--- config.mk ---
export PLATFORM = sky130hd
export DESIGN_NAME = dcrm_top
export DESIGN_NICKNAME = d
export VERILOG_FILES = /design/src/verilog/dcrm_pkg.sv /design/src/verilog/dcrm_crc_if.sv /design/src/verilog/dcrm_crc.sv /design/src/verilog/dcrm_top.sv
export VERILOG_INCLUDE_DIRS = /design/src /design/src/verilog
export SDC_FILE = /design/constraint.sdc
export NUM_CORES = 1
export LEC_CHECK = 0
export BUFFER_PORTS_ARGS = -buffer_cell sky130_fd_sc_hd__buf_2
export CORE_ASPECT_RATIO = 2
export CORE_MARGIN = 2
export CORE_UTILIZATION = 30
export DETAILED_ROUTE_END_ITERATION = 8
export GPL_TIMING_DRIVEN = 0
export PLACE_DENSITY = 0.52
export SLEW_MARGIN = 20
export SYNTH_ARGS = -nofsm -noshare
export SYNTH_HDL_FRONTEND = slang
export SYNTH_SLANG_ARGS = --single-unit
--- constraint.sdc ---
create_clock -name sys_clk_in -period 4.1 [get_ports sys_clk_in]
set_input_delay 0.615 -clock sys_clk_in [delete_from_list [all_inputs] [get_ports sys_clk_in]]
set_output_delay 0.615 -clock sys_clk_in [all_outputs]
set_load 0.1 [all_outputs]
--- src/verilog/dcrm_regs.svh ---
// Offsets, field values, ranges and timing of the drive comm register map.
// Assumes 16-bit register words and a 50 MHz system clock.
`ifndef DCRM_REGS_SVH
`define DCRM_REGS_SVH

`define DCRM_CLK_NS      20
`define DCRM_GAP_UNIT_NS 1000000

`define DCRM_A_CMD  15'h7000
`define DCRM_A_SPD  15'h7001
`define DCRM_A_TRQ  15'h7002
`define DCRM_A_UPL  15'h7003
`define DCRM_A_TSL  15'h7004
`define DCRM_A_MTL  15'h7005
`define DCRM_A_RTL  15'h7006
`define DCRM_A_PSP  15'h7007
`define DCRM_A_PFB  15'h7008
`define DCRM_A_VFV  15'h7009
`define DCRM_A_EXF  15'h700a
`define DCRM_A_DOC  15'h700b
`define DCRM_A_FLT  15'h1900
`define DCRM_A_DIN  15'h0600
`define DCRM_A_E32L 15'h1000
`define DCRM_A_E32H 15'h1001
`define DCRM_NVM_BIT 15

`define DCRM_FN_RD  8'h03
`define DCRM_FN_WR  8'h06
`define DCRM_FN_EXC 8'h80
`define DCRM_EX_FN  8'h01
`define DCRM_EX_ADR 8'h02
`define DCRM_EX_RNG 8'h04
`define DCRM_EX_RO  8'h05
`define DCRM_NO_EXC 8'h00

`define DCRM_CRC_POLY 16'ha001
`define DCRM_CRC_INIT 16'hffff

`define DCRM_CMD_STOP 16'h0007
`define DCRM_CMD_FRST 16'h0008
`define DCRM_CMD_MAX  16'h0008
`define DCRM_PCT100   16'h2710
`define DCRM_PCT300   16'h7530
`define DCRM_HZ_MAX   16'hea60
`define DCRM_LIM_MAX  16'h0bb8
`define DCRM_VF_MAX   16'h03e8
`define DCRM_REG_RST  16'h0000

`define DCRM_BC_ADDR 8'h00
`define DCRM_BC_HI   8'h70

`endif

--- src/verilog/dcrm_pkg.sv ---
// Types of the drive comm register map.
// Constants live in dcrm_regs.svh.
package dcrm_pkg;
    typedef enum logic [1:0] {DCRM_PCT, DCRM_HZ, DCRM_RPM, DCRM_UNIT_RSV} dcrm_unit_t;
    typedef enum logic [1:0] {DCRM_SRC_SPD, DCRM_SRC_TRQ, DCRM_SRC_FRQ, DCRM_SRC_FLT} dcrm_src_t;
    typedef enum {DCRM_IDLE, DCRM_SEND, DCRM_GAP} dcrm_state_t;

    typedef struct packed {
        logic [15:0] crc;
    } dcrm_crc_st_t;

    typedef struct packed {
        dcrm_state_t      st;
        logic [7:0][7:0]  rxb;
        logic [3:0]       rxn;
        logic [15:0]      cmd, spd, trq, upl, tsl, mtl, rtl, psp, pfb, vfv, exf, doc;
        logic [5:0][7:0]  txb;
        logic [2:0]       txl;
        logic [3:0]       txi;
        logic [7:0]       txd;
        logic             txv;
        logic             exc;
        logic [5:0]       pins;
        logic             stop, frst, nvm, cerr;
        logic [14:0]      nva;
        logic [15:0]      nvd;
        logic [15:0]      ucnt, gcnt;
    } dcrm_top_st_t;
endpackage

--- src/verilog/dcrm_crc_if.sv ---
// Byte-wise CRC request and result between the map and its CRC engine.
// Same clock as both ends.
`timescale 1ns/1ps
interface dcrm_crc_if;
    logic        init;
    logic        feed;
    logic [7:0]  data;
    logic [15:0] crc;
    modport calc (input init, input feed, input data, output crc);
    modport user (output init, output feed, output data, input crc);
endinterface

--- src/verilog/dcrm_crc.sv ---
// Frame CRC engine, one byte per cycle.
// Init wins over feed; result is registered.
`timescale 1ns/1ps
`include "dcrm_regs.svh"
module dcrm_crc (
    // Clock and reset
    input  wire logic  sys_clk_in,
    input  wire logic  rst_b_in,
    // Byte stream
    dcrm_crc_if.calc   cif
);
    import dcrm_pkg::*;

    dcrm_crc_st_t q;
    dcrm_crc_st_t n;
    logic [15:0]  c;

    always_comb
    begin
        n = q;
        c = q.crc ^ {8'h00, cif.data};
        for (int i = 0; i < 8; i++)
        begin
            c = c[0] ? ((c >> 1) ^ `DCRM_CRC_POLY) : (c >> 1);
        end
        if (cif.init)
            n.crc = `DCRM_CRC_INIT;
        else if (cif.feed)
            n.crc = c;
    end

    always_ff @(posedge sys_clk_in or negedge rst_b_in)
    begin
        if (!rst_b_in)
            q <= '{crc: `DCRM_CRC_INIT};
        else
            q <= n;
    end

    assign cif.crc = q.crc;
endmodule

--- src/verilog/dcrm_top.sv ---
// Drive comm register map: frame slave, special registers, broadcast master.
// Frame bytes arrive already deframed; rx_frame_end_in marks line silence.
`timescale 1ns/1ps
`include "dcrm_regs.svh"
module dcrm_top #(
    parameter int unsigned GAP_UNIT_CYC = `DCRM_GAP_UNIT_NS / `DCRM_CLK_NS
) (
    // Clock and reset
    input  wire logic                 sys_clk_in,
    input  wire logic                 rst_b_in,
    // Received frame bytes
    input  wire logic [7:0]           rx_byte_in,
    input  wire logic                 rx_valid_in,
    input  wire logic                 rx_frame_end_in,
    // Transmitted frame bytes
    output logic [7:0]                tx_byte_out,
    output logic                      tx_valid_out,
    input  wire logic                 tx_ready_in,
    // Settings
    input  wire logic [7:0]           slave_addr_in,
    input  wire dcrm_pkg::dcrm_unit_t speed_unit_select_in,
    input  wire logic                 master_mode_enable_in,
    input  wire logic [7:0]           broadcast_target_index_in,
    input  wire dcrm_pkg::dcrm_src_t  broadcast_value_source_in,
    input  wire logic [15:0]          interframe_idle_time_in,
    input  wire logic [5:0]           output_function_select_in,
    // Drive state
    input  wire logic [15:0]          fault_code_in,
    input  wire logic [15:0]          input_status_word_in,
    input  wire logic [31:0]          energy_count_in,
    input  wire logic [15:0]          output_freq_in,
    input  wire logic [5:0]           func_outputs_in,
    // Register values
    output logic [15:0]               run_command_out,
    output logic [15:0]               speed_reference_out,
    output logic [15:0]               torque_reference_out,
    output logic [15:0]               upper_frequency_limit_out,
    output logic [15:0]               torque_mode_speed_limit_out,
    output logic [15:0]               motoring_torque_limit_out,
    output logic [15:0]               regen_torque_limit_out,
    output logic [15:0]               pid_setpoint_out,
    output logic [15:0]               pid_feedback_out,
    output logic [15:0]               vf_split_voltage_out,
    output logic [15:0]               external_fault_set_out,
    output logic [5:0]                output_pins_out,
    // Events
    output logic                      immediate_stop_out,
    output logic                      fault_reset_out,
    output logic                      nvm_store_out,
    output logic [14:0]               nvm_addr_out,
    output logic [15:0]               nvm_data_out,
    output logic                      crc_error_out
);
    import dcrm_pkg::*;

    dcrm_top_st_t q;
    dcrm_top_st_t n;
    dcrm_crc_if   rcif ();
    dcrm_crc_if   tcif ();

    logic [7:0]  fn;
    logic [15:0] ra;
    logic [15:0] rd;
    logic        frm_ok;
    logic        adr_me;
    logic        go;
    logic        wr_try;
    logic        wr_go;
    logic        bc_load;
    logic [7:0]  exc_c;
    logic [16:0] rdv;
    logic [15:0] bcv;
    logic [3:0]  last_i;
    logic [5:0]  doc_sel;

    assign fn     = q.rxb[1];
    assign ra     = {q.rxb[2], q.rxb[3]};
    assign rd     = {q.rxb[4], q.rxb[5]};
    assign last_i = {1'b0, q.txl} + 4'd1;
    assign doc_sel = {q.doc[9:8], q.doc[3:0]};
    // Whole frame incl. CRC leaves a zero residue
    assign frm_ok = rx_frame_end_in && q.rxn == 4'd8 && rcif.crc == 16'h0000;
    assign adr_me = q.rxb[0] == slave_addr_in || q.rxb[0] == `DCRM_BC_ADDR;
    assign go     = frm_ok && adr_me && q.st == DCRM_IDLE;

    // Value check of a special register write
    function automatic logic rng_ok(input logic [14:0] a, input logic [15:0] d,
                                    input dcrm_unit_t u);
        logic pct;
        pct = $signed(d) <= $signed(`DCRM_PCT100) && $signed(d) >= -$signed(`DCRM_PCT100);
        case (a)
            `DCRM_A_CMD: rng_ok = d <= `DCRM_CMD_MAX;
            `DCRM_A_SPD, `DCRM_A_UPL, `DCRM_A_TSL:
                case (u)
                    DCRM_PCT: rng_ok = pct;
                    DCRM_HZ:  rng_ok = d <= `DCRM_HZ_MAX;
                    DCRM_RPM: rng_ok = 1'b1;
                    default:  rng_ok = 1'b0;
                endcase
            `DCRM_A_TRQ: rng_ok = $signed(d) <= $signed(`DCRM_PCT300) &&
                                  $signed(d) >= -$signed(`DCRM_PCT300);
            `DCRM_A_MTL, `DCRM_A_RTL: rng_ok = d <= `DCRM_LIM_MAX;
            `DCRM_A_PSP, `DCRM_A_PFB: rng_ok = pct;
            `DCRM_A_VFV: rng_ok = d <= `DCRM_VF_MAX;
            `DCRM_A_EXF, `DCRM_A_DOC: rng_ok = 1'b1;
            default: rng_ok = 1'b0;
        endcase
    endfunction

    // Read mux: hit flag on top
    always_comb
    begin
        case (ra[14:0])
            `DCRM_A_CMD:  rdv = {1'b1, q.cmd};
            `DCRM_A_SPD:  rdv = {1'b1, q.spd};
            `DCRM_A_TRQ:  rdv = {1'b1, q.trq};
            `DCRM_A_UPL:  rdv = {1'b1, q.upl};
            `DCRM_A_TSL:  rdv = {1'b1, q.tsl};
            `DCRM_A_MTL:  rdv = {1'b1, q.mtl};
            `DCRM_A_RTL:  rdv = {1'b1, q.rtl};
            `DCRM_A_PSP:  rdv = {1'b1, q.psp};
            `DCRM_A_PFB:  rdv = {1'b1, q.pfb};
            `DCRM_A_VFV:  rdv = {1'b1, q.vfv};
            `DCRM_A_EXF:  rdv = {1'b1, q.exf};
            `DCRM_A_DOC:  rdv = {1'b1, q.doc};
            `DCRM_A_FLT:  rdv = {1'b1, fault_code_in};
            `DCRM_A_DIN:  rdv = {1'b1, input_status_word_in};
            `DCRM_A_E32L: rdv = {1'b1, energy_count_in[15:0]};
            `DCRM_A_E32H: rdv = {1'b1, energy_count_in[31:16]};
            default:      rdv = 17'h00000;
        endcase
    end

    always_comb
    begin
        case (broadcast_value_source_in)
            DCRM_SRC_SPD: bcv = q.spd;
            DCRM_SRC_TRQ: bcv = q.trq;
            DCRM_SRC_FRQ: bcv = output_freq_in;
            default:      bcv = fault_code_in;
        endcase
    end

    always_comb
    begin
        n = q;
        n.stop = 1'b0;
        n.frst = 1'b0;
        n.nvm = 1'b0;
        n.cerr = 1'b0;
        exc_c = `DCRM_NO_EXC;
        wr_try = 1'b0;
        wr_go = 1'b0;
        bc_load = 1'b0;
        // Collect bytes; count saturates at 9 for overlong frames
        if (rx_valid_in)
        begin
            if (q.rxn < 4'd8)
                n.rxb[q.rxn[2:0]] = rx_byte_in;
            if (q.rxn != 4'd9)
                n.rxn = q.rxn + 4'd1;
        end
        if (rx_frame_end_in)
        begin
            n.rxn = 4'h0;
            n.cerr = q.rxn != 4'h0 && !frm_ok;
        end
        if (go)
        begin
            case (fn)
                `DCRM_FN_WR:
                begin
                    wr_try = ra[14:0] >= `DCRM_A_CMD && ra[14:0] <= `DCRM_A_DOC;
                    if (wr_try && rng_ok(ra[14:0], rd, speed_unit_select_in))
                        wr_go = 1'b1;
                    else if (wr_try)
                        exc_c = `DCRM_EX_RNG;
                    else if (rdv[16])
                        exc_c = `DCRM_EX_RO;
                    else
                        exc_c = `DCRM_EX_ADR;
                end
                `DCRM_FN_RD:
                    if (rd != 16'h0001 || !rdv[16])
                        exc_c = `DCRM_EX_ADR;
                default: exc_c = `DCRM_EX_FN;
            endcase
            if (wr_go)
            begin
                case (ra[14:0])
                    `DCRM_A_CMD: n.cmd = rd;
                    `DCRM_A_SPD: n.spd = rd;
                    `DCRM_A_TRQ: n.trq = rd;
                    `DCRM_A_UPL: n.upl = rd;
                    `DCRM_A_TSL: n.tsl = rd;
                    `DCRM_A_MTL: n.mtl = rd;
                    `DCRM_A_RTL: n.rtl = rd;
                    `DCRM_A_PSP: n.psp = rd;
                    `DCRM_A_PFB: n.pfb = rd;
                    `DCRM_A_VFV: n.vfv = rd;
                    `DCRM_A_EXF: n.exf = rd;
                    default:     n.doc = rd;
                endcase
                n.stop = ra[14:0] == `DCRM_A_CMD && rd == `DCRM_CMD_STOP;
                n.frst = ra[14:0] == `DCRM_A_CMD && rd == `DCRM_CMD_FRST;
                n.nvm = ra[`DCRM_NVM_BIT];
                n.nva = ra[14:0];
                n.nvd = rd;
            end
            // Broadcasts and master mode get no reply
            if (q.rxb[0] != `DCRM_BC_ADDR && !master_mode_enable_in)
            begin
                n.st = DCRM_SEND;
                n.txi = 4'h0;
                n.txv = 1'b0;
                n.exc = exc_c != `DCRM_NO_EXC;
                n.txb[0] = q.rxb[0];
                if (exc_c != `DCRM_NO_EXC)
                begin
                    n.txb[1] = fn | `DCRM_FN_EXC;
                    n.txb[2] = exc_c;
                    n.txl = 3'd3;
                end
                else if (fn == `DCRM_FN_RD)
                begin
                    n.txb[1] = fn;
                    n.txb[2] = 8'h02;
                    n.txb[3] = rdv[15:8];
                    n.txb[4] = rdv[7:0];
                    n.txl = 3'd5;
                end
                else
                begin
                    n.txb = q.rxb[5:0];
                    n.txl = 3'd6;
                end
            end
        end
        else if (q.st == DCRM_IDLE && master_mode_enable_in)
        begin
            bc_load = 1'b1;
            n.st = DCRM_SEND;
            n.txi = 4'h0;
            n.txv = 1'b0;
            n.exc = 1'b0;
            n.txb = {bcv[7:0], bcv[15:8], broadcast_target_index_in,
                     `DCRM_BC_HI, `DCRM_FN_WR, `DCRM_BC_ADDR};
            n.txl = 3'd6;
        end
        case (q.st)
            DCRM_IDLE: ;
            DCRM_SEND:
                if (!q.txv)
                begin
                    n.txv = 1'b1;
                    if (q.txi < {1'b0, q.txl})
                        n.txd = q.txb[q.txi[2:0]];
                    else if (q.txi == {1'b0, q.txl})
                        n.txd = tcif.crc[7:0];
                    else
                        n.txd = tcif.crc[15:8];
                end
                else if (tx_ready_in)
                begin
                    n.txv = 1'b0;
                    n.txi = q.txi + 4'd1;
                    if (q.txi == last_i)
                    begin
                        n.st = master_mode_enable_in ? DCRM_GAP : DCRM_IDLE;
                        n.ucnt = 16'h0000;
                        n.gcnt = 16'h0000;
                    end
                end
            DCRM_GAP:
                if (q.gcnt >= interframe_idle_time_in)
                    n.st = DCRM_IDLE;
                else if (q.ucnt == 16'(GAP_UNIT_CYC - 1))
                begin
                    n.ucnt = 16'h0000;
                    n.gcnt = q.gcnt + 16'h0001;
                end
                else
                    n.ucnt = q.ucnt + 16'h0001;
            default: n.st = DCRM_IDLE;
        endcase
        n.pins = (output_function_select_in & doc_sel) |
                 (~output_function_select_in & func_outputs_in);
    end

    always_ff @(posedge sys_clk_in or negedge rst_b_in)
    begin
        if (!rst_b_in)
        begin
            q <= '0;
            q.st <= DCRM_IDLE;
        end
        else
            q <= n;
    end

    assign rcif.init = rx_frame_end_in;
    assign rcif.feed = rx_valid_in && q.rxn < 4'd8;
    assign rcif.data = rx_byte_in;
    assign tcif.init = q.st != DCRM_SEND;
    assign tcif.feed = q.st == DCRM_SEND && q.txv && tx_ready_in && q.txi < {1'b0, q.txl};
    assign tcif.data = q.txd;

    dcrm_crc u_rx_crc (
        .sys_clk_in (sys_clk_in),
        .rst_b_in   (rst_b_in),
        .cif        (rcif.calc)
    );

    dcrm_crc u_tx_crc (
        .sys_clk_in (sys_clk_in),
        .rst_b_in   (rst_b_in),
        .cif        (tcif.calc)
    );

    assign tx_byte_out = q.txd;
    assign tx_valid_out = q.txv;
    assign run_command_out = q.cmd;
    assign speed_reference_out = q.spd;
    assign torque_reference_out = q.trq;
    assign upper_frequency_limit_out = q.upl;
    assign torque_mode_speed_limit_out = q.tsl;
    assign motoring_torque_limit_out = q.mtl;
    assign regen_torque_limit_out = q.rtl;
    assign pid_setpoint_out = q.psp;
    assign pid_feedback_out = q.pfb;
    assign vf_split_voltage_out = q.vfv;
    assign external_fault_set_out = q.exf;
    assign output_pins_out = q.pins;
    assign immediate_stop_out = q.stop;
    assign fault_reset_out = q.frst;
    assign nvm_store_out = q.nvm;
    assign nvm_addr_out = q.nva;
    assign nvm_data_out = q.nvd;
    assign crc_error_out = q.cerr;

    stop_cmd_a: assert property (
        @(posedge sys_clk_in) disable iff (!rst_b_in)
        wr_go && ra[14:0] == `DCRM_A_CMD && rd == `DCRM_CMD_STOP
        |=> immediate_stop_out && run_command_out == `DCRM_CMD_STOP ##1 !immediate_stop_out)
        else $error("immediate stop not pulsed");
    fault_reset_a: assert property (
        @(posedge sys_clk_in) disable iff (!rst_b_in)
        wr_go && ra[14:0] == `DCRM_A_CMD && rd == `DCRM_CMD_FRST |=> fault_reset_out)
        else $error("fault reset not pulsed");
    speed_reject_a: assert property (
        @(posedge sys_clk_in) disable iff (!rst_b_in)
        wr_try && !wr_go && ra[14:0] == `DCRM_A_SPD && q.rxb[0] != `DCRM_BC_ADDR
        |=> $stable(speed_reference_out) && (master_mode_enable_in || q.exc))
        else $error("out of range speed write accepted");
    torque_span_a: assert property (
        @(posedge sys_clk_in) disable iff (!rst_b_in)
        $signed(torque_reference_out) <= $signed(`DCRM_PCT300) &&
        $signed(torque_reference_out) >= -$signed(`DCRM_PCT300))
        else $error("torque reference out of range");
    limit_span_a: assert property (
        @(posedge sys_clk_in) disable iff (!rst_b_in)
        motoring_torque_limit_out <= `DCRM_LIM_MAX && regen_torque_limit_out <= `DCRM_LIM_MAX
        && vf_split_voltage_out <= `DCRM_VF_MAX)
        else $error("limit register out of range");
    out_follow_a: assert property (
        @(posedge sys_clk_in) disable iff (!rst_b_in)
        output_function_select_in[2] |=> output_pins_out[2] == $past(q.doc[2]))
        else $error("relay one not following control bit");
    exc_func_a: assert property (
        @(posedge sys_clk_in) disable iff (!rst_b_in)
        tx_valid_out && q.txi == 4'd1 && q.exc |-> tx_byte_out[7])
        else $error("exception reply without 0x80 flag");
    bc_head_a: assert property (
        @(posedge sys_clk_in) disable iff (!rst_b_in)
        bc_load |=> ##1 tx_valid_out && tx_byte_out == `DCRM_BC_ADDR)
        else $error("broadcast frame does not start with 00");
    gap_quiet_a: assert property (
        @(posedge sys_clk_in) disable iff (!rst_b_in)
        q.st == DCRM_GAP |-> !tx_valid_out)
        else $error("byte sent during idle gap");
    nvm_save_a: assert property (
        @(posedge sys_clk_in) disable iff (!rst_b_in)
        wr_go && ra[15] |=> nvm_store_out && nvm_addr_out == $past(ra[14:0]))
        else $error("nonvolatile save not requested");
endmodule
**After elaboration in Yosys (flattened, before gate mapping)**

Index checks and enable logic that the tools add are counted.

- Output and inout port bits: 226
- Bits in latches: 0
- ROM bits: 0
- Memories kept: 0
- Register bits after elaboration: 461
- Bits of input ports: 142
- RAM bits: 0
- Word-level logic and storage cells: 277

- Bitwise logic cells: 24
- Reductions and logical operators: 64
- Muxes and demuxes: 82
- $add $sub $neg: 5
- Multipliers: 0
- Div/mod/pow operators: 0
- Eq/ne operators: 43
- Magnitude comparators: 16
- Shifts and indexed selects: 0

Operators with widths:

| kind | number |
|---|---|
| 32-bit 2-to-1 mux | 12 |
| 16-bit 2-to-1 mux | 23 |
| 17-bit one-hot mux with 16 select lines | 1 |
| 15-bit equality test (second input constant) | 12 |
| 55-bit 2-to-1 mux | 3 |
| 32-bit one-hot mux with 3 select lines | 1 |
| 64-bit bitwise mux | 1 |
| 32-bit by 2-bit equality test with 1-bit output (second input constant) | 2 |
| 32-bit logical NOT | 2 |
| 32-bit one-hot mux with 2 select lines | 1 |
| 8-bit 2-to-1 mux | 7 |
| 2-bit inverter with 3-bit output | 16 |
| 16-bit one-hot mux with 3 select lines | 1 |
| 15-bit by 13-bit equality test with 1-bit output (second input constant) | 3 |
| 3-bit AND reduction | 13 |
| 16-bit by 1-bit adder with 16-bit output (second input constant) | 2 |
| 32-bit by 1-bit equality test with 1-bit output (second input constant) | 1 |
| 16-bit less-or-equal comparator (second input constant) | 2 |
| 32-bit by 2-bit != test with 1-bit output (second input constant) | 1 |
| 16-bit by 8-bit bitwise XOR with 16-bit output | 2 |
| 8-bit binary-select mux with 3-bit select | 1 |
| 8-bit demux with 3-bit select | 1 |
| 24-bit 2-to-1 mux | 1 |
| 4-bit 2-to-1 mux | 5 |
| other kinds (58) | 120 |

**Logic depth before layout (Yosys ltp)**

Gate-level depths: netlist (run 1).

- Word-level depth: 19
- Depth in mapped cells: 13
- Gate-level depth less buffers: 10

**By module**

From an unflattened synthesis (run 1), not the netlist that was laid out.

- Cells, all modules: 2121
- Area, all modules: 23662.7 µm²

By module, submodules not included:

| module | area an instance (µm²) | times used | sequential area each (µm²) | cells an instance |
|---|---|---|---|---|
| dcrm_top | 21857.2 | 1 | 10334.9 | 1948 |
| dcrm_crc at u_rx_crc | 910.9 | 1 | 420.4 | 87 |
| dcrm_crc at u_tx_crc | 894.6 | 1 | 420.4 | 86 |

**Worst setup path after synthesis (run 1)**

Ideal clock, no wire load.

- Path type: reg-to-reg
- Start: register q[352] (netlist name)
- End: register q (netlist bit vf_split_voltage_out[6])
- Buffers on the path: 4
- Required time: 3.972 ns
- Library setup time: 0.128 ns
- Clock period less this slack: 3.245 ns
- Cell stages (with the launch flop): 13
- Path slack: 0.855 ns
- Arrival time: 3.118 ns
- Cell sequence: dfrtp_1 -> or3b_2 -> clkbuf_1 -> nor3_4 -> o211ai_2 -> o41ai_2 -> o21ai_2 -> a21oi_4 -> buf_4 -> and3_1 -> buf_2 -> buf_6 -> mux2_1

- Longest elaborated chain between the ends: 10
- Elaborated cells between the ends (all ways): 27
- Those cells by class: order compare: 2; eq/ne: 12; mux: 6; reduce/logical: 7

RTL lines:

| element | line | source |
|---|---|---|
| start, declared | dcrm_top.sv:56 | `dcrm_top_st_t q;` |
| start signal, assigned | dcrm_top.sv:298 | `q <= n;` |
| 15-bit equality test | dcrm_top.sv:91 | `case (a)` |
| 3-bit OR reduction / 2-bit OR reduction (equally long branches) | dcrm_top.sv:91 |  |
| 1-bit one-hot mux with 7 select lines | dcrm_top.sv:91 |  |
| 1-bit 2-to-1 mux | dcrm_top.sv:170 | `case (fn)` |
| 1-bit 2-to-1 mux | dcrm_top.sv:168 | `if (go)` |
| 1-bit logical AND | dcrm_top.sv:174 | `if (wr_try && rng_ok(ra[14:0], rd, speed_unit_select_in))` |
| 1-bit 2-to-1 mux | dcrm_top.sv:174 |  |
| 1-bit 2-to-1 mux | dcrm_top.sv:170 |  |
| 1-bit 2-to-1 mux | dcrm_top.sv:168 |  |
| 3-bit AND reduction (no line) * | n/a |  |

Every way passes the cells marked *; elsewhere a longest branch is shown, timed or not. The select of a mux whose other input is x is not followed.
A chain may end at the register's enable or synchronous reset.

**Worst setup path in the final report (run 1)**

- Start: register q[359] (netlist name)
- End: register q[116] (netlist name)

- Longest elaborated chain between the ends: 12
- Elaborated cells between the ends (all ways): 43
- Those cells by class: order compare: 2; eq/ne: 17; mux: 14; reduce/logical: 10

RTL lines:

| element | line |
|---|---|
| 15-bit equality test | dcrm_top.sv:91, dcrm_top.sv:113 |
| 3-bit OR reduction / 2-bit OR reduction (equally long branches) | dcrm_top.sv:91 |
| 1-bit one-hot mux with 7 select lines | dcrm_top.sv:91 |
| 1-bit 2-to-1 mux | dcrm_top.sv:170 |
| 1-bit 2-to-1 mux | dcrm_top.sv:168 |
| 1-bit logical AND | dcrm_top.sv:174 |
| 3-bit 2-to-1 mux | dcrm_top.sv:174 |
| 8-bit one-hot mux with 2 select lines | dcrm_top.sv:170 |
| 8-bit 2-to-1 mux | dcrm_top.sv:168 |
| 8-bit nonzero test (no line) | n/a |
| 2-bit != test (no line) | n/a |
| 3-bit AND reduction (no line) | n/a |

Parallel ways exist; a longest one is shown, timed or not. The select of a mux whose other input is x is not followed.

==> flow_metrics.tcl, run 1 <==
set metrics [dict create \
    fin_ws_ps -85.6 \
    holdCritPathClass "in -> reg" \
    synthArstFlopShare_pct 100 \
    ys_warn_count 0 \
    core-area_um2 77800 \
    path_clk_slew_ps 70 \
    route.detailed.drc 0 \
    slew_headroom_pct 16.3 \
    drive_gt1_share_pct 40.2 \
    dieWidth_um 202 \
    ys_seq_area_share_pct 47.5 \
    start_util_pct 30.2 \
    finalNonFillerCells 3673 \
    clk_root_buffer_cell "clkbuf_16" \
    cp.arrival_ps 4710 \
    grt_pass1_vias 20300 \
    drt_pass1_iterations 8 \
    clkSinkCount 445 \
    post-route-period-util_pct 102 \
    syn_area_per_cell_um2 11.0 \
    fin_hold_ws_ps 237 \
    largest_reg_flops 173 \
    status "finished with violations" \
    drtAntennaViolNets 0 \
    worst_pin_slew_ps 1260 \
    vdd_drop_max_mv 0.339 \
    multi_input_area_um2 10200 \
    p_leak_nw 14.3 \
    slew_violations 0 \
    antenna_found_initial 8 \
    hold_viol 0 \
    crit_chain "or4_1 -> clkbuf_1 -> nor4_4 -> buf_6 -> clkbuf_1 -> a222oi_1 -> nand3_1 -> o22ai_1 -> o21ai_0 -> a21o_1" \
    place.gp.congestion 0.978 \
    critical_path.max_stage_delay_ps 880 \
    dpl-instance-area_um2 27100 \
    clkLatencyLatePin_ps 620 \
    dp_cells 3587 \
    drt_first_iter_violations 1426 \
    critical_path_buf_inv_count 3 \
    numCtsBuffers 44 \
    synthFlopType "dfrtp_1" \
    worst_setup_path_start_kind "flip-flop" \
    die-area_um2 80800 \
    cts_tree "built" \
    vias 19300 \
    max_flop_register "q" \
    cp-end-kind "flip-flop" \
    rows 145 \
    worstPathMaxFanout 10 \
    die_y_um 400 \
    regArea_um2 11200 \
    hpwl_um 78700 \
    rsz0062_at_grt "yes" \
    slowest_stage "clkbuf_1" \
    critPathKind "reg -> reg" \
    vias_per_cell 5.25 \
    dp_slack_ps -968 \
    netlist-cell-type-count 84 \
    portBuffers 365 \
    wl_um 99600 \
    finalSetupViolCount 3 \
    finalCriticalPeriod_ps 4190 \
    synth-edff-count 0 \
    grt_pass1_wl_um 142000 \
    area_growth_pct 22.8 \
    pin_count 368 \
    htreeDepth 2 \
    synth_area_um2 23500 \
    clockBufferDepth 3 \
    routedWlPerCell_um 27.1 \
    clock.fmax_mhz 239 \
    fillerInstances 7789 \
    grt_max_degree 94 \
    violations "setup timing" \
    fin_skew_ps 47.9 \
    worstPathRequired_ps 4620 \
    drv_cap 0 \
    final_cell_area_um2 28900 \
    synth_cells 2143 \
    nNetsFinal 2776 \
    synth_seq_cells 445 \
    power_w 0.0109 \
    grt_overflow 0 \
    crit_family "buffers and inverters" \
    cpMostUsedCell "clkbuf_1" \
    power_density_nw_per_um2 377 \
    track_usage_pct 24.2 \
]
power breakdown:
part           internal, W  switching, W
registers          0.00461      0.000217
clock network      0.00252       0.00197
logic             0.000516       0.00106
cells by family (layout without fill, tap and decap cells):
group           count (synthesis)  in the layout  share of synthesized area [%]
fa+ha+maj                      26             26                           1.38
flops                         445            445                           47.5
other cells                     1             32                         0.0159
mux                           281            281                           14.5
xor+xnor                       70             70                           2.61
simple gates                  545            545                           12.3
compound gates                357            357                           11.2
buf+inv                       418            888                           10.6
cell usage after synthesis (10+ instances only):
master / number / area share, %
dfrtp_1: 413 / 44
buf_4: 228 / 7.3
mux2_2: 222 / 11
nand2_1: 132 / 2.1
clkbuf_1: 86 / 1.4
nor2_1: 81 / 1.3
nand3_1: 69 / 1.5
inv_1: 61 / 0.97
a21oi_1: 60 / 1.3
a22oi_1: 59 / 1.9
o21ai_0: 55 / 1.2
xnor2_1: 43 / 1.6
nor3_1: 40 / 0.85
a222oi_1: 33 / 1.4
dfstp_2: 32 / 3.6
nor2b_1: 32 / 0.85
nor4_1: 31 / 0.82
and3_1: 28 / 0.74
xor2_1: 27 / 1.0
ha_1: 26 / 1.4
mux4_2: 24 / 2.3
nand4_1: 24 / 0.64
and2_1: 22 / 0.59
a211o_1: 20 / 0.74
buf_2: 19 / 0.40
a21o_1: 18 / 0.57
buf_1: 18 / 0.29
mux2i_1: 18 / 0.77
mux2_1: 17 / 0.81
o211ai_1: 15 / 0.48
nand2b_1: 13 / 0.35
nand3b_1: 13 / 0.41
o22ai_1: 13 / 0.35
or4_1: 12 / 0.38
a22o_1: 10 / 0.37
timing repair:
action                                 in CTS  in global routing
gates resized for setup                    39                 14
endpoints found under the hold margin      39                  0
setup buffers                               4                  1
setup endpoints to repair                 192                 86
hold buffers                                1                  0
pin swaps                                   2                  3
final cells by class:
class                      instances  area share [%]
timing repair buffer             392            7.40
clock inverter                    21           0.961
sequential                       445            38.7
buffer                           354            7.99
inverter                          62           0.806
clock buffer                      59            4.39
tap                             1029            4.46
antenna                            2          0.0173
multi-input combinational       1309            35.3
worst paths after layout:
kind                                               from                         endpoint  slack, ps  depth (start not counted)
max                                  q[359]$_DFFE_PN0P_               q[116]$_DFFE_PN0P_        -90                         10
min                                  func_outputs_in[5]     output_pins_out[5]$_DFF_PN0_        240                          2
max reg2reg                          q[359]$_DFFE_PN0P_               q[116]$_DFFE_PN0P_        -90                         10
min reg2reg                nvm_addr_out[12]$_DFFE_PN0P_     nvm_addr_out[12]$_DFFE_PN0P_        470                          1
max in group asynchronous                      rst_b_in  u_tx_crc.cif.crc[4]$_DFFE_PN1P_       1940                          5
min in group asynchronous                      rst_b_in     nvm_data_out[12]$_DFFE_PN0P_        480                          2
per-stage QoR:
step           setup TNS [ps]  utilization, %
5_1_grt                  -212            37.1
6_report                 -183            37.1
2_1_floorplan               0               -
3_3_place_gp         -3013900            34.4
4_1_cts                     0            37.1
3_5_place_dp           -53840            34.9
routing by layer:
| metal | global-route usage [%] | vias to the layer above | part of all wire [%] |
|---|---|---|---|
| met1 | 25.6 | 9686 | 35 |
| met2 | 44.2 | 884 | 51 |
| met5 | 0 | - | 0.033 |
| met3 | 3.41 | 288 | 5.6 |
| met4 | 16.7 | 6 | 7.9 |
| li1 | - | 8429 | - |
layout by cell type (no fill, tap or decap), types with 60 or more instances in the layout:
cell type and n:
a21oi_1 60, buf_2 384, buf_4 240, clkbuf_1 77
dfrtp_1 412, inv_1 61, mux2_2 222, nand2_1 132
nand3_1 69, nor2_1 78
Power figures use the tool's default switching activity.
==> run 2, diff against run 1 <==
- GPL_TIMING_DRIVEN: 0 -> not set
==> flow_metrics.tcl, run 2 (synthesized netlist as in run 1, its figures left out) <==
set metrics [dict create \
    drive_gt1_share_pct 36.8 \
    p_switching_w 0.00309 \
    routedWlPerCell_um 27.8 \
    final_common_cell "dfrtp_1" \
    postCtsHoldBufs 0 \
    drt_pass1_iterations 8 \
    worstPathMaxFanout 22 \
    p_leak_nw 13.3 \
    numCtsBuffers 43 \
    worstPathRequired_ps 4570 \
    grt_pass1_vias 19400 \
    status "complete, no violations" \
    slew_violations 0 \
    clock.fmax_mhz 256 \
    core-area_um2 77800 \
    rsz0062_at_grt "no" \
    fin_skew_ps 38.3 \
    pwr-share-clk_pct 40.9 \
    vdd_drop_max_mv 0.433 \
    post-route-period-util_pct 95.4 \
    power.internal_w 0.00758 \
    p_seq_share_pct 45.9 \
    start_util_pct 30.2 \
    vias 18500 \
    die-area_um2 80800 \
    worst_pin_slew_ps 1110 \
    clkSinkCount 445 \
    holdCritPathClass "in -> async" \
    finalCriticalPeriod_ps 3910 \
    drtAntennaViolNets 0 \
    cp.arrival_ps 4380 \
    finalNonFillerCells 3420 \
    antenna_found_initial 17 \
    cts_tree "built" \
    portBuffers 367 \
    finalSetupViolCount 0 \
    hold_viol 0 \
    slew_headroom_pct 25.1 \
    fillerInstances 7894 \
    grt_overflow 0 \
    clkLatencyLatePin_ps 610 \
    drv_cap 0 \
    route.detailed.drc 0 \
    place.gp.congestion 0.975 \
    p_sw_share_pct 29.0 \
    track_usage_pct 23.2 \
    critPathKind "reg -> reg" \
    regArea_um2 11200 \
    vias_per_cell 5.40 \
    multi_input_area_um2 10100 \
    clockBufferDepth 3 \
    path_clk_slew_ps 70 \
    rows 145 \
    pin_count 368 \
    dp_cells 3335 \
    clk_root_buffer_cell "clkbuf_16" \
    power_density_nw_per_um2 391 \
    htreeDepth 2 \
    area_growth_pct 16.1 \
    max_flop_register "q" \
    nNetsFinal 2522 \
    grt_pass1_wl_um 137000 \
    dieWidth_um 202 \
    most-common-layout-cells "dfrtp_1 (413), buf_2 (366), mux2_2 (222)" \
    wl_um 94900 \
    tns_ps 0 \
    die_y_um 400 \
    drt_first_iter_violations 1154 \
    hpwl_um 73900 \
    worst_setup_path_start_kind "flip-flop" \
    cp-end-kind "flip-flop" \
    grt_max_degree 95 \
    p_comb_share_pct 13.2 \
    largest_reg_flops 173 \
]
run 2: changes by cell type in the layout (fill, tap and decap cells not counted), sizes merged:
cell         previous run  this run
clkinvlp                3         2
buf                   657       493
bufinv                  5         6
diode                   2         3
clkbuf                147        58
dlygate4sd3             1         0
run 2: layout make-up:
cell class              instances  share of cell area [%]
flip-flops and latches        445                    40.9
clock inverters                21                    1.10
clock buffers                  58                    4.37
diodes                          3                  0.0275
multi-input cells            1309                    36.8
repair buffers                493                    11.2
well taps                    1029                    4.71
inverters                      62                   0.852
run 2: power groups by stage:
stage | clock [W] | sequential [W] | combinational (W)
finish | 0.00436 | 0.00490 | 0.00141
global route | 0.00461 | 0.00492 | 0.00150
CTS | 0.00445 | 0.00489 | 0.00141
detailed placement | 0 | 0.00497 | 0.00141
global placement | 0 | 0.00496 | 0.00139
floorplan | 0 | 0.00481 | 0.000817
run 2: final timing paths:
path	startpoint	end	slack, ps	cells after the start
worst max-delay path	q[381]$_DFFE_PN0P_	q[129]$_DFFE_PN0P_	190	9
worst min-delay path	rst_b_in	motoring_torque_limit_out[10]$_DFFE_PN0P_	40	1
worst max register to register	q[381]$_DFFE_PN0P_	q[129]$_DFFE_PN0P_	190	9
worst min register to register	nvm_addr_out[14]$_DFFE_PN0P_	nvm_addr_out[14]$_DFFE_PN0P_	470	1
max in group asynchronous	rst_b_in	u_tx_crc.cif.crc[7]$_DFFE_PN1P_	2990	2
min in group sys_clk_in	func_outputs_in[5]	output_pins_out[5]$_DFF_PN0_	240	2
run 2: metrics by stage:
| stage | hold WS [ps] | worst slack (ps) | area (um^2) | total power [W] | utilization, % |
|---|---|---|---|---|---|
| 2_1_floorplan | 319 | 855 | 23600 | 0.00563 | - |
| 3_3_place_gp | 450 | 56.7 | 25800 | 0.00635 | 33.1 |
| 3_5_place_dp | 446 | 16.1 | 25800 | 0.00638 | 33.1 |
| 4_1_cts | 84.6 | 6.26 | 27300 | 0.0108 | 35.1 |
| 5_1_grt | 124 | 62.5 | 27300 | 0.0110 | 35.1 |
| 6_report | 43.8 | 187 | 27300 | 0.0107 | 35.1 |
run 2: worst max-delay path: stages (launching register included):
cell and delay, ps:
dfrtp_1 1050, nor4_1 100, o311a_1 390, a311oi_1 590, o41ai_2 220, o21a_1 230
o211ai_1 630, o21ai_0 210, buf_4 190, a21o_1 140
run 2: repair_timing:
item                                    4_1_cts  5_1_grt
buffers inserted                              0        3
endpoints found under the setup margin        0        8
gates resized for setup                       0        0
run 2: per-layer routing:
layer	routed length (um)	track usage, %	vias up	part of all wire (%)
met4	7460	16.2	14	7.9
li1	-	-	7921	-
met5	78	0	-	0.082
met3	6060	4.10	280	6.4
met2	48100	41.4	847	51
met1	33200	24.7	9395	35
